<file path="config.mk">
export PLATFORM = sky130hd
export DESIGN_NAME = sbc_top
export DESIGN_NICKNAME = d
export VERILOG_FILES = /design/src/pkg/sbc_pkg.sv /design/src/rtl/sbc_brg.sv /design/src/rtl/sbc_top.sv
export VERILOG_INCLUDE_DIRS = /design/src /design/src/pkg
export SDC_FILE = /design/constraint.sdc
export NUM_CORES = 1
export LEC_CHECK = 0
export ABC_AREA = 1
export BUFFER_PORTS_ARGS = -buffer_cell sky130_fd_sc_hd__buf_2
export CORE_ASPECT_RATIO = 1.25
export CORE_MARGIN = 2
export CORE_UTILIZATION = 40
export DETAILED_ROUTE_END_ITERATION = 16
export HOLD_SLACK_MARGIN = 0.03
export PLACE_DENSITY = 0.58
export SLEW_MARGIN = 20
export SYNTH_ARGS = -nofsm -noshare
export SYNTH_HDL_FRONTEND = slang
export SYNTH_SLANG_ARGS = --single-unit
</file>
<file path="constraint.sdc">
create_clock -name mclk_i -period 2.73 [get_ports mclk_i]
set_clock_uncertainty 0.1 [all_clocks]
set_input_delay 0.4095 -clock mclk_i [delete_from_list [all_inputs] [get_ports mclk_i]]
set_output_delay 0.4095 -clock mclk_i [all_outputs]
set_load 0.02 [all_outputs]
</file>
<file path="src/pkg/sbc_defs.svh">
// register map, field positions, reset values and counts of the serial baud control block
`ifndef SBC_DEFS_SVH
`define SBC_DEFS_SVH
// byte offsets on the register bus
`define SBC_OFS_BAUD_CTRL 8'h00
`define SBC_OFS_DIV_LO 8'h04
`define SBC_OFS_DIV_HI 8'h08
`define SBC_OFS_MODE 8'h0c
// baud_control field positions
`define SBC_BIT_AUTO_RATE 0
`define SBC_BIT_WAKE 1
`define SBC_BIT_WIDE 3
`define SBC_BIT_POL 4
`define SBC_BIT_RX_IDLE 6
// mode register field position
`define SBC_BIT_SYNC 0
// reset values
`define SBC_RST_CTRL 8'h00
`define SBC_RST_DIV 16'h0000
`define SBC_RST_BYTE 8'h00
// sync character measurement: falling edges after the start edge, and
// right shift from eight bit times to one sixteenth of a bit time
`define SBC_ABD_EDGES 3'h4
`define SBC_ABD_SHIFT 7
`define SBC_ABD_CNT_W 24
`define SBC_ABD_CNT_MAX 24'hffffff
`define SBC_ABD_CNT_ONE 24'h000001
`define SBC_ABD_CNT_ZERO 24'h000000
`define SBC_DIV_ONE 16'h0001
`define SBC_DIV_ZERO 16'h0000
`define SBC_EDGE_ONE 3'h1
`define SBC_EDGE_ZERO 3'h0
`endif

</file>
<file path="src/pkg/sbc_pkg.sv">
// types of the serial baud control block
package sbc_pkg;
  // auto-rate measurement sequencer states
  typedef enum logic [0:0] {
    SBC_ABD_IDLE,
    SBC_ABD_MEASURE
  } sbc_abd_state_t;
endpackage : sbc_pkg

</file>
<file path="src/rtl/sbc_brg.sv">
// baud rate generator counter, 8-bit or 16-bit wide
`timescale 1ns/1ps
`include "sbc_defs.svh"
module sbc_brg (
  input wire logic mclk_i,
  input wire logic rst_i,
  input wire logic wide_i,
  input wire logic [15:0] div_i,
  output logic tick_o
);
  logic [15:0] cnt_q; // down counter, reloaded from the divider
  logic [15:0] reload; // divider value seen through the chosen width

  // in narrow mode the high byte is ignored entirely, so a stale high byte cannot stretch the period
  always_comb begin
    reload = wide_i ? div_i : {8'h00, div_i[7:0]};
  end

  // count down and emit a one-cycle tick on wrap; period is reload+1 clocks
  always_ff @(posedge mclk_i) begin
    if (rst_i) begin
      cnt_q <= `SBC_RST_DIV;
      tick_o <= 1'b0;
    end else if (cnt_q == `SBC_DIV_ZERO) begin
      cnt_q <= reload;
      tick_o <= 1'b1;
    end else begin
      // a shrink of the divider takes effect at once rather than after a wrap
      cnt_q <= (cnt_q > reload) ? reload : cnt_q - `SBC_DIV_ONE;
      tick_o <= 1'b0;
    end
  end
endmodule : sbc_brg

</file>
<file path="src/rtl/sbc_top.sv">
// baud control register block: idle polarity, divider width, wake on edge, auto-rate detection
//
// Decided for this implementation: the address map and register access over Wishbone.
`timescale 1ns/1ps
`include "sbc_defs.svh"
module sbc_top (
  input wire logic mclk_i,
  input wire logic rst_i,
  // classic wishbone slave
  input wire logic wb_cyc_i,
  input wire logic wb_stb_i,
  input wire logic wb_we_i,
  input wire logic [7:0] wb_adr_i,
  input wire logic [3:0] wb_sel_i,
  input wire logic [31:0] wb_dat_i,
  output logic [31:0] wb_dat_o,
  output logic wb_ack_o,
  // serial side
  input wire logic rx_i,
  input wire logic rx_busy_i,
  output logic tx_idle_level_o,
  output logic ck_idle_level_o,
  output logic sync_mode_o,
  output logic wide_divider_o,
  output logic baud_tick_o,
  output logic wake_irq_o
);
  // control bits
  logic idle_polarity_select_q; // shared polarity bit
  logic wide_divider_select_q; // divider width
  logic wake_on_rx_edge_q; // wake monitor armed
  logic auto_rate_detect_q; // measurement armed or running
  logic sync_mode_q; // 1 = synchronous mode
  logic [15:0] div_q; // baud divider
  // receive pin history
  logic rx_prev_q; // rx one cycle ago
  logic rx_fall; // falling edge seen this cycle
  logic rx_rise; // rising edge seen this cycle
  logic wake_armed_q; // falling edge taken, waiting for the rising one
  // measurement
  sbc_pkg::sbc_abd_state_t abd_state_q;
  logic [`SBC_ABD_CNT_W-1:0] abd_cnt_q; // clocks since the start edge
  logic [2:0] abd_edges_q; // falling edges after the start edge
  logic abd_done; // last falling edge of the sync character
  logic [`SBC_ABD_CNT_W-1:0] abd_scaled; // count reduced to one tick period
  // bus decode
  logic bus_req; // a fresh request this cycle
  logic wr_byte; // write strobe on the low byte lane
  logic rx_idle_flag; // read view of the receiver state
  logic [7:0] ctrl_view; // read view of baud_control

  // a request is answered exactly once; ack drops in the cycle after it was given
  always_comb begin
    bus_req = wb_cyc_i & wb_stb_i & ~wb_ack_o;
    wr_byte = bus_req & wb_we_i & wb_sel_i[0];
  end

  // edges of the receive pin, which arrives synchronous to mclk
  always_comb begin
    rx_fall = rx_prev_q & ~rx_i;
    rx_rise = ~rx_prev_q & rx_i;
  end

  always_ff @(posedge mclk_i) begin
    if (rst_i) begin
      rx_prev_q <= 1'b1;
    end else begin
      rx_prev_q <= rx_i;
    end
  end

  // idle flag only means something in async mode; in sync mode it simply reads as idle
  always_comb begin
    rx_idle_flag = sync_mode_q | ~rx_busy_i;
  end

  // baud_control read image; bits five, two and seven are not implemented
  always_comb begin
    ctrl_view = 8'h00;
    ctrl_view[`SBC_BIT_AUTO_RATE] = auto_rate_detect_q;
    ctrl_view[`SBC_BIT_WAKE] = wake_on_rx_edge_q;
    ctrl_view[`SBC_BIT_WIDE] = wide_divider_select_q;
    ctrl_view[`SBC_BIT_POL] = idle_polarity_select_q;
    ctrl_view[`SBC_BIT_RX_IDLE] = rx_idle_flag;
  end

  // plain software-owned control bits
  always_ff @(posedge mclk_i) begin
    if (rst_i) begin
      idle_polarity_select_q <= 1'b0;
      wide_divider_select_q <= 1'b0;
      sync_mode_q <= 1'b0;
    end else if (wr_byte) begin
      if (wb_adr_i == `SBC_OFS_BAUD_CTRL) begin
        idle_polarity_select_q <= wb_dat_i[`SBC_BIT_POL];
        wide_divider_select_q <= wb_dat_i[`SBC_BIT_WIDE];
      end
      if (wb_adr_i == `SBC_OFS_MODE) begin
        sync_mode_q <= wb_dat_i[`SBC_BIT_SYNC];
      end
    end
  end

  // wake monitor: software write wins over the hardware clear in the same cycle
  always_ff @(posedge mclk_i) begin
    if (rst_i) begin
      wake_on_rx_edge_q <= 1'b0;
      wake_armed_q <= 1'b0;
      wake_irq_o <= 1'b0;
    end else begin
      wake_irq_o <= 1'b0;
      if (wake_on_rx_edge_q & ~sync_mode_q) begin
        if (rx_fall & ~wake_armed_q) begin
          wake_irq_o <= 1'b1;
          wake_armed_q <= 1'b1;
        end else if (rx_rise & wake_armed_q) begin
          wake_on_rx_edge_q <= 1'b0;
          wake_armed_q <= 1'b0;
        end
      end else begin
        // disarmed or sync mode: the pin is not watched at all
        wake_armed_q <= 1'b0;
      end
      if (wr_byte && wb_adr_i == `SBC_OFS_BAUD_CTRL) begin
        wake_on_rx_edge_q <= wb_dat_i[`SBC_BIT_WAKE];
        if (!wb_dat_i[`SBC_BIT_WAKE]) begin
          wake_armed_q <= 1'b0;
        end
      end
    end
  end

  // the sync character has falling edges at bit times 0, 2, 4, 6 and 8
  always_comb begin
    abd_done = (abd_state_q == sbc_pkg::SBC_ABD_MEASURE) & rx_fall &
               (abd_edges_q == `SBC_ABD_EDGES - `SBC_EDGE_ONE);
    abd_scaled = abd_cnt_q >> `SBC_ABD_SHIFT;
  end

  // measurement sequencer; the count saturates so a stuck line cannot wrap to a tiny divider
  always_ff @(posedge mclk_i) begin
    if (rst_i) begin
      abd_state_q <= sbc_pkg::SBC_ABD_IDLE;
      abd_cnt_q <= `SBC_ABD_CNT_ZERO;
      abd_edges_q <= `SBC_EDGE_ZERO;
    end else if (!auto_rate_detect_q || sync_mode_q) begin
      abd_state_q <= sbc_pkg::SBC_ABD_IDLE;
    end else begin
      case (abd_state_q)
        sbc_pkg::SBC_ABD_IDLE: begin
          if (rx_fall) begin
            abd_state_q <= sbc_pkg::SBC_ABD_MEASURE;
            abd_cnt_q <= `SBC_ABD_CNT_ONE;
            abd_edges_q <= `SBC_EDGE_ZERO;
          end
        end
        sbc_pkg::SBC_ABD_MEASURE: begin
          if (abd_cnt_q != `SBC_ABD_CNT_MAX) begin
            abd_cnt_q <= abd_cnt_q + `SBC_ABD_CNT_ONE;
          end
          if (abd_done) begin
            abd_state_q <= sbc_pkg::SBC_ABD_IDLE;
          end else if (rx_fall) begin
            abd_edges_q <= abd_edges_q + `SBC_EDGE_ONE;
          end
        end
        default: begin
          abd_state_q <= sbc_pkg::SBC_ABD_IDLE;
        end
      endcase
    end
  end

  // auto-rate bit: software write wins over the completion clear
  always_ff @(posedge mclk_i) begin
    if (rst_i) begin
      auto_rate_detect_q <= 1'b0;
    end else if (wr_byte && wb_adr_i == `SBC_OFS_BAUD_CTRL) begin
      auto_rate_detect_q <= wb_dat_i[`SBC_BIT_AUTO_RATE];
    end else if (abd_done) begin
      auto_rate_detect_q <= 1'b0;
    end
  end

  // divider: written by software or loaded with the measured value
  always_ff @(posedge mclk_i) begin
    if (rst_i) begin
      div_q <= `SBC_RST_DIV;
    end else if (wr_byte && wb_adr_i == `SBC_OFS_DIV_LO) begin
      div_q[7:0] <= wb_dat_i[7:0];
    end else if (wr_byte && wb_adr_i == `SBC_OFS_DIV_HI) begin
      div_q[15:8] <= wb_dat_i[7:0];
    end else if (abd_done) begin
      // too slow a line for the divider saturates it rather than wrapping
      if (abd_scaled[`SBC_ABD_CNT_W-1:16] != 8'h00) begin
        div_q <= 16'hffff;
      end else if (abd_scaled[15:0] == `SBC_DIV_ZERO) begin
        div_q <= `SBC_DIV_ZERO;
      end else begin
        div_q <= abd_scaled[15:0] - `SBC_DIV_ONE;
      end
    end
  end

  // line idle levels are registered so the pins never glitch on a bus write
  always_ff @(posedge mclk_i) begin
    if (rst_i) begin
      tx_idle_level_o <= 1'b1;
      ck_idle_level_o <= 1'b0;
      sync_mode_o <= 1'b0;
      wide_divider_o <= 1'b0;
    end else begin
      tx_idle_level_o <= ~idle_polarity_select_q;
      ck_idle_level_o <= idle_polarity_select_q;
      sync_mode_o <= sync_mode_q;
      wide_divider_o <= wide_divider_select_q;
    end
  end

  // bus answer: one wait-free cycle, unmapped addresses read zero and ignore writes
  always_ff @(posedge mclk_i) begin
    if (rst_i) begin
      wb_ack_o <= 1'b0;
      wb_dat_o <= 32'h00000000;
    end else begin
      wb_ack_o <= bus_req;
      if (bus_req) begin
        case (wb_adr_i)
          `SBC_OFS_BAUD_CTRL: wb_dat_o <= {24'h000000, ctrl_view};
          `SBC_OFS_DIV_LO: wb_dat_o <= {24'h000000, div_q[7:0]};
          `SBC_OFS_DIV_HI: wb_dat_o <= {24'h000000, div_q[15:8]};
          `SBC_OFS_MODE: wb_dat_o <= {31'h00000000, sync_mode_q};
          default: wb_dat_o <= 32'h00000000;
        endcase
      end
    end
  end

  // baud generator follows the width bit directly
  sbc_brg u_brg (
    .mclk_i(mclk_i),
    .rst_i(rst_i),
    .wide_i(wide_divider_select_q),
    .div_i(div_q),
    .tick_o(baud_tick_o)
  );
endmodule : sbc_top

</file>
==> results.md <==
Power and ir drop:
- The worst ir drop on vdd is 0.359 mV.
- The internal power of the cells is 2.75 mW.
- The portion of total power attributed to sequential cells is 32.2%.
- For this design the ratio of total power to cell area is 698 nW/um^2.
- The switching power share of the total is 35.0%.
- Combinational logic burns 34.4% of the power.
- The share of total power in the clock network is 33.4%.
- In this run the power spent charging and discharging nets is 1.49 mW.
- In this run the static leakage power is 2.68 nW.

Worst setup path:
- The top fanout value on the critical path is 12.
- The sort of element at the end of the critical path is a flop.
- For this design, the slowest cell found on the critical path is sky130_fd_sc_hd__dfxtp_1.
- The maximum single-stage delay on the critical path is 0.51 ns.
- The path type of the worst setup path is flop to flop.
- The startpoint type of the worst setup path is a flop.
- For flop-to-flop paths, the worst setup slack is 0.38 ns.
- The most numerous cell type found on the critical path is sky130_fd_sc_hd__nand2_1.
- The endpoint of the most critical setup path is u_brg.cnt_q[2].
- For the worst flop-to-flop path, the logic depth is 11.
- For the worst setup path, the data arrival time is 2.47 ns.
- The reg-to-reg endpoint is u_brg.cnt_q[2].
- In this run the worst setup path begins at wide_divider_select_q.
- For the worst setup path, the data required time is 2.85 ns.
- Walking the worst path, the cells encountered are nand2_1 -> ha_1 -> nand4_1 -> nor3_1 -> nand2_1 -> nand2_1 -> nand2_1 -> nand2_1 -> nand2_1 -> nand2_1 -> nor2_1.
- In this run the critical register-to-register path is launched from wide_divider_select_q.

Yosys:
- Ranked by total cell area, the synthesized netlist is headed by sky130_fd_sc_hd__dfxtp_1, sky130_fd_sc_hd__nand2_1, sky130_fd_sc_hd__nor2_1.
- The yosys synthesis warning count is 0.
- The distinct cell type count after synthesis is 40.
- The commonest cells after synthesis are sky130_fd_sc_hd__nand2_1, sky130_fd_sc_hd__nor2_1, sky130_fd_sc_hd__dfxtp_1.
- The fraction of synthesis flops using an asynchronous set or reset pin is 0%.
- The biggest area contributor in the post-synthesis netlist is sky130_fd_sc_hd__dfxtp_1.
- Of the synthesized area, sequential elements account for 29.9%.
- The most used flip-flop cell after synthesis is sky130_fd_sc_hd__dfxtp_1.
- The synthesized design devotes to its leading area cell type 29.9% of total area.
- The post-synthesis instance total is 849.
- The most common cell in the netlist is sky130_fd_sc_hd__nand2_1.
- The area of the mapped netlist is 5490 um^2.
- The synthesized design contains 82 register bits.
- Averaged over all synthesized cells, the footprint is 6.47 um^2.
- The synthesized design contains 0 enable-type register cells.

Routing:
- The pre-antenna-repair detailed-routing pass consisted of 5 iterations.
- In the routed layout, each cell is associated on average with a via count of 4.93.
- The routed layout has 5201 vias.
- The final layout contains routed wiring with a total length of 14800 um.
- After detailed routing, the number of remaining DRC violations is 0.
- The starting DRC count in detailed routing is 209.
- In the final routed layout, each cell accounts on average for 14.1 um.
- The post-detailed-route count of antenna-violating nets is 0.

Clocking:
- The root cell of the clock tree is sky130_fd_sc_hd__clkbuf_16.
- TritonCTS built the clock tree.
- The clock reaches the later pin of the worst-skew pair after 0.35 ns.
- Counting every sink on the clock net gives 82.
- The worst-case clock buffer depth is 2.
- Buffers added to address setup during post-CTS repair amount to 0.
- Buffers inserted to repair hold after CTS numbered 0.
- The total number of H-tree levels is 3.
- The number of clock buffers added by TritonCTS is 9.
- Clock-pin slew was measured on the worst setup and hold paths at 0.06 ns.
- The count of cells resized by post-cts repair is 0.

Timing:
- The count of final setup violators is 0.
- Dividing the final minimum period by the clock period gives 86.1%.
- The worst hold margin is 0.183 ns.
- The minimum period implied by the final worst setup slack is 2.35 ns.
- The maximum operating frequency is 425 MHz.
- The number of endpoints with negative hold slack in the final report is 0.
- The worst setup margin is 0.380 ns.
- The measured slew at the worst slew-check pin is 0.535 ns.
- The final number of max-transition violations is 0.
- In the final timing run, aggregate negative setup slack is 0 ns.
- Setup repair after global routing left no endpoint under its margin.
- The remaining max-slew budget at the tightest pin is 64.4%.

Final layout:
- The area growth from synthesis to layout is 10.6%.
- The net count of the finished layout is 954.
- The number of antenna diodes in the final layout is 0.
- For this run, the share of the core covered by cells in the final layout is 45.5%.
- The share of cells above drive strength 1 is 9.84%.
- The number of fillers in the final layout is 1430.

Global route:
- The wire length of the first global-routing pass is 24300 um.
- The total routing resource utilization after global routing is 21.5%.
- Entering global routing, the biggest net connects 44 pins.
- The number of antenna violations at the first check in global routing was 0.
- The number of global-route vias before repair is 4928.
- The aggregate global routing overflow is 0.

Place:
- The number of buffers added on ports is 38.
- Summed over all nets, the half-perimeter wirelength after detailed placement is 11300 um.
- The congestion estimate from routability-driven global placement came to 0.849.
- The post-placement setup slack is 0.365 ns.

Floorplan:
- The core box area is 13300 um^2.
- The width of the chip is 109 um.
- Row generation in the floorplan step produced 47 rows.
- The number of ports placed on the die boundary is 90.
- The floorplan step defined a die boundary enclosing 14700 um^2.
- The initial standard-cell utilization of the core is 41.1%.
- From bottom edge to top edge, the die measures 135 um.

Run status:
- The flow ran to the end, and the final reports show no timing, DRC or antenna violations.

Job:
- The number of maximum-capacitance violations is 0.

Worst hold path:
- The worst hold path belongs to the class input port to flop.
==> placed cells by master, fill, tap and decap left out, types with 12 or more instances in the layout <==
cell,synthesis,final
sky130_fd_sc_hd__a21oi_1,64,64
sky130_fd_sc_hd__buf_2,8,38
sky130_fd_sc_hd__buf_4,27,12
sky130_fd_sc_hd__conb_1,1,24
sky130_fd_sc_hd__dfxtp_1,82,82
sky130_fd_sc_hd__ha_1,23,23
sky130_fd_sc_hd__inv_1,80,80
sky130_fd_sc_hd__nand2_1,208,208
sky130_fd_sc_hd__nand3_1,53,53
sky130_fd_sc_hd__nand4_1,20,20
sky130_fd_sc_hd__nor2_1,140,140
sky130_fd_sc_hd__o21ai_0,29,29
sky130_fd_sc_hd__xor2_1,19,19
==> worst max-delay path, delay by kind of cell, from the launching register on <==
family,cells,cell delay (ns)
adders and majority gates,1,0.33
DFF,1,0.51
and+or+nand+nor,10,1.27
==> layout make-up <==
cell class	count	area, um^2	share of cell area [%]
clock buffer	10	239	3.94
clock inverter	5	103	1.69
inverter	83	312	5.13
multi-input combinational	654	3280	54.1
sequential	82	1640	27.0
tap	171	214	3.52
timing repair buffer	50	280	4.62
==> metrics by stage <==
step	instance area, um^2	instances	power (mW)
CTS	6070	1055	4.28
floorplan	5580	872	2.54
finish	6070	1055	4.24
detailed placement	5730	1040	2.85
global route	6070	1055	4.58
global placement	5730	1040	2.85
==> per-layer routing <==
metal / vias up / track usage (%) / routed length, um
met3: 29 / 4.58 / 467
met5: - / 0 / 0
met2: 80 / 38.5 / 7600
met1: 2337 / 24.3 / 6270
met4: 0 / 9.19 / 510
li1: 2755 / - / -
==> kinds of logic (layout without fill, tap and decap cells) <==
family / after synthesis / count (layout) / synth area share (%)
AO/OA/AOI/OAI: 120 / 120 / 12.3
buffers and inverters: 136 / 148 / 11.9
AND/OR/NAND/NOR: 459 / 459 / 36.2
adder cells (fa/ha/maj): 23 / 23 / 5.24
XOR/XNOR: 28 / 28 / 4.47
flip-flops: 82 / 82 / 29.9
other: 1 / 24 / 0.0683
==> power groups by stage <==
stage	Sequential [mW]	Clock [mW]	Combinational, mW
after global placement	1.39	0	1.46
after floorplan	1.37	0	1.17
after detailed placement	1.39	0	1.46
after global routing	1.37	1.51	1.69
after CTS	1.36	1.45	1.46
final	1.36	1.42	1.46
==> state kept, by name, summed over array words and instances (netlist names), 3 cells and up <==
| register | cells |
|---|---|
| abd_cnt_q | 24 |
| div_q | 16 |
| u_brg.cnt_q | 16 |
| wb_dat_o | 8 |
| abd_edges_q | 3 |
==> how the worst min path moves through the flow <==
stage	start	endpoint	slack (ns)	cells after the start
after CTS	rx_i	rx_prev_q	0.17	2
after global routing	rx_i	rx_prev_q	0.17	2
final	rx_i	rx_prev_q	0.18	2
after detailed placement	wake_armed_q	wake_irq_o	0.33	1
after floorplan	wake_armed_q	wake_irq_o	0.31	1
after global placement	wake_armed_q	wake_irq_o	0.34	1
Note: power is estimated with default switching activity, not from simulation.
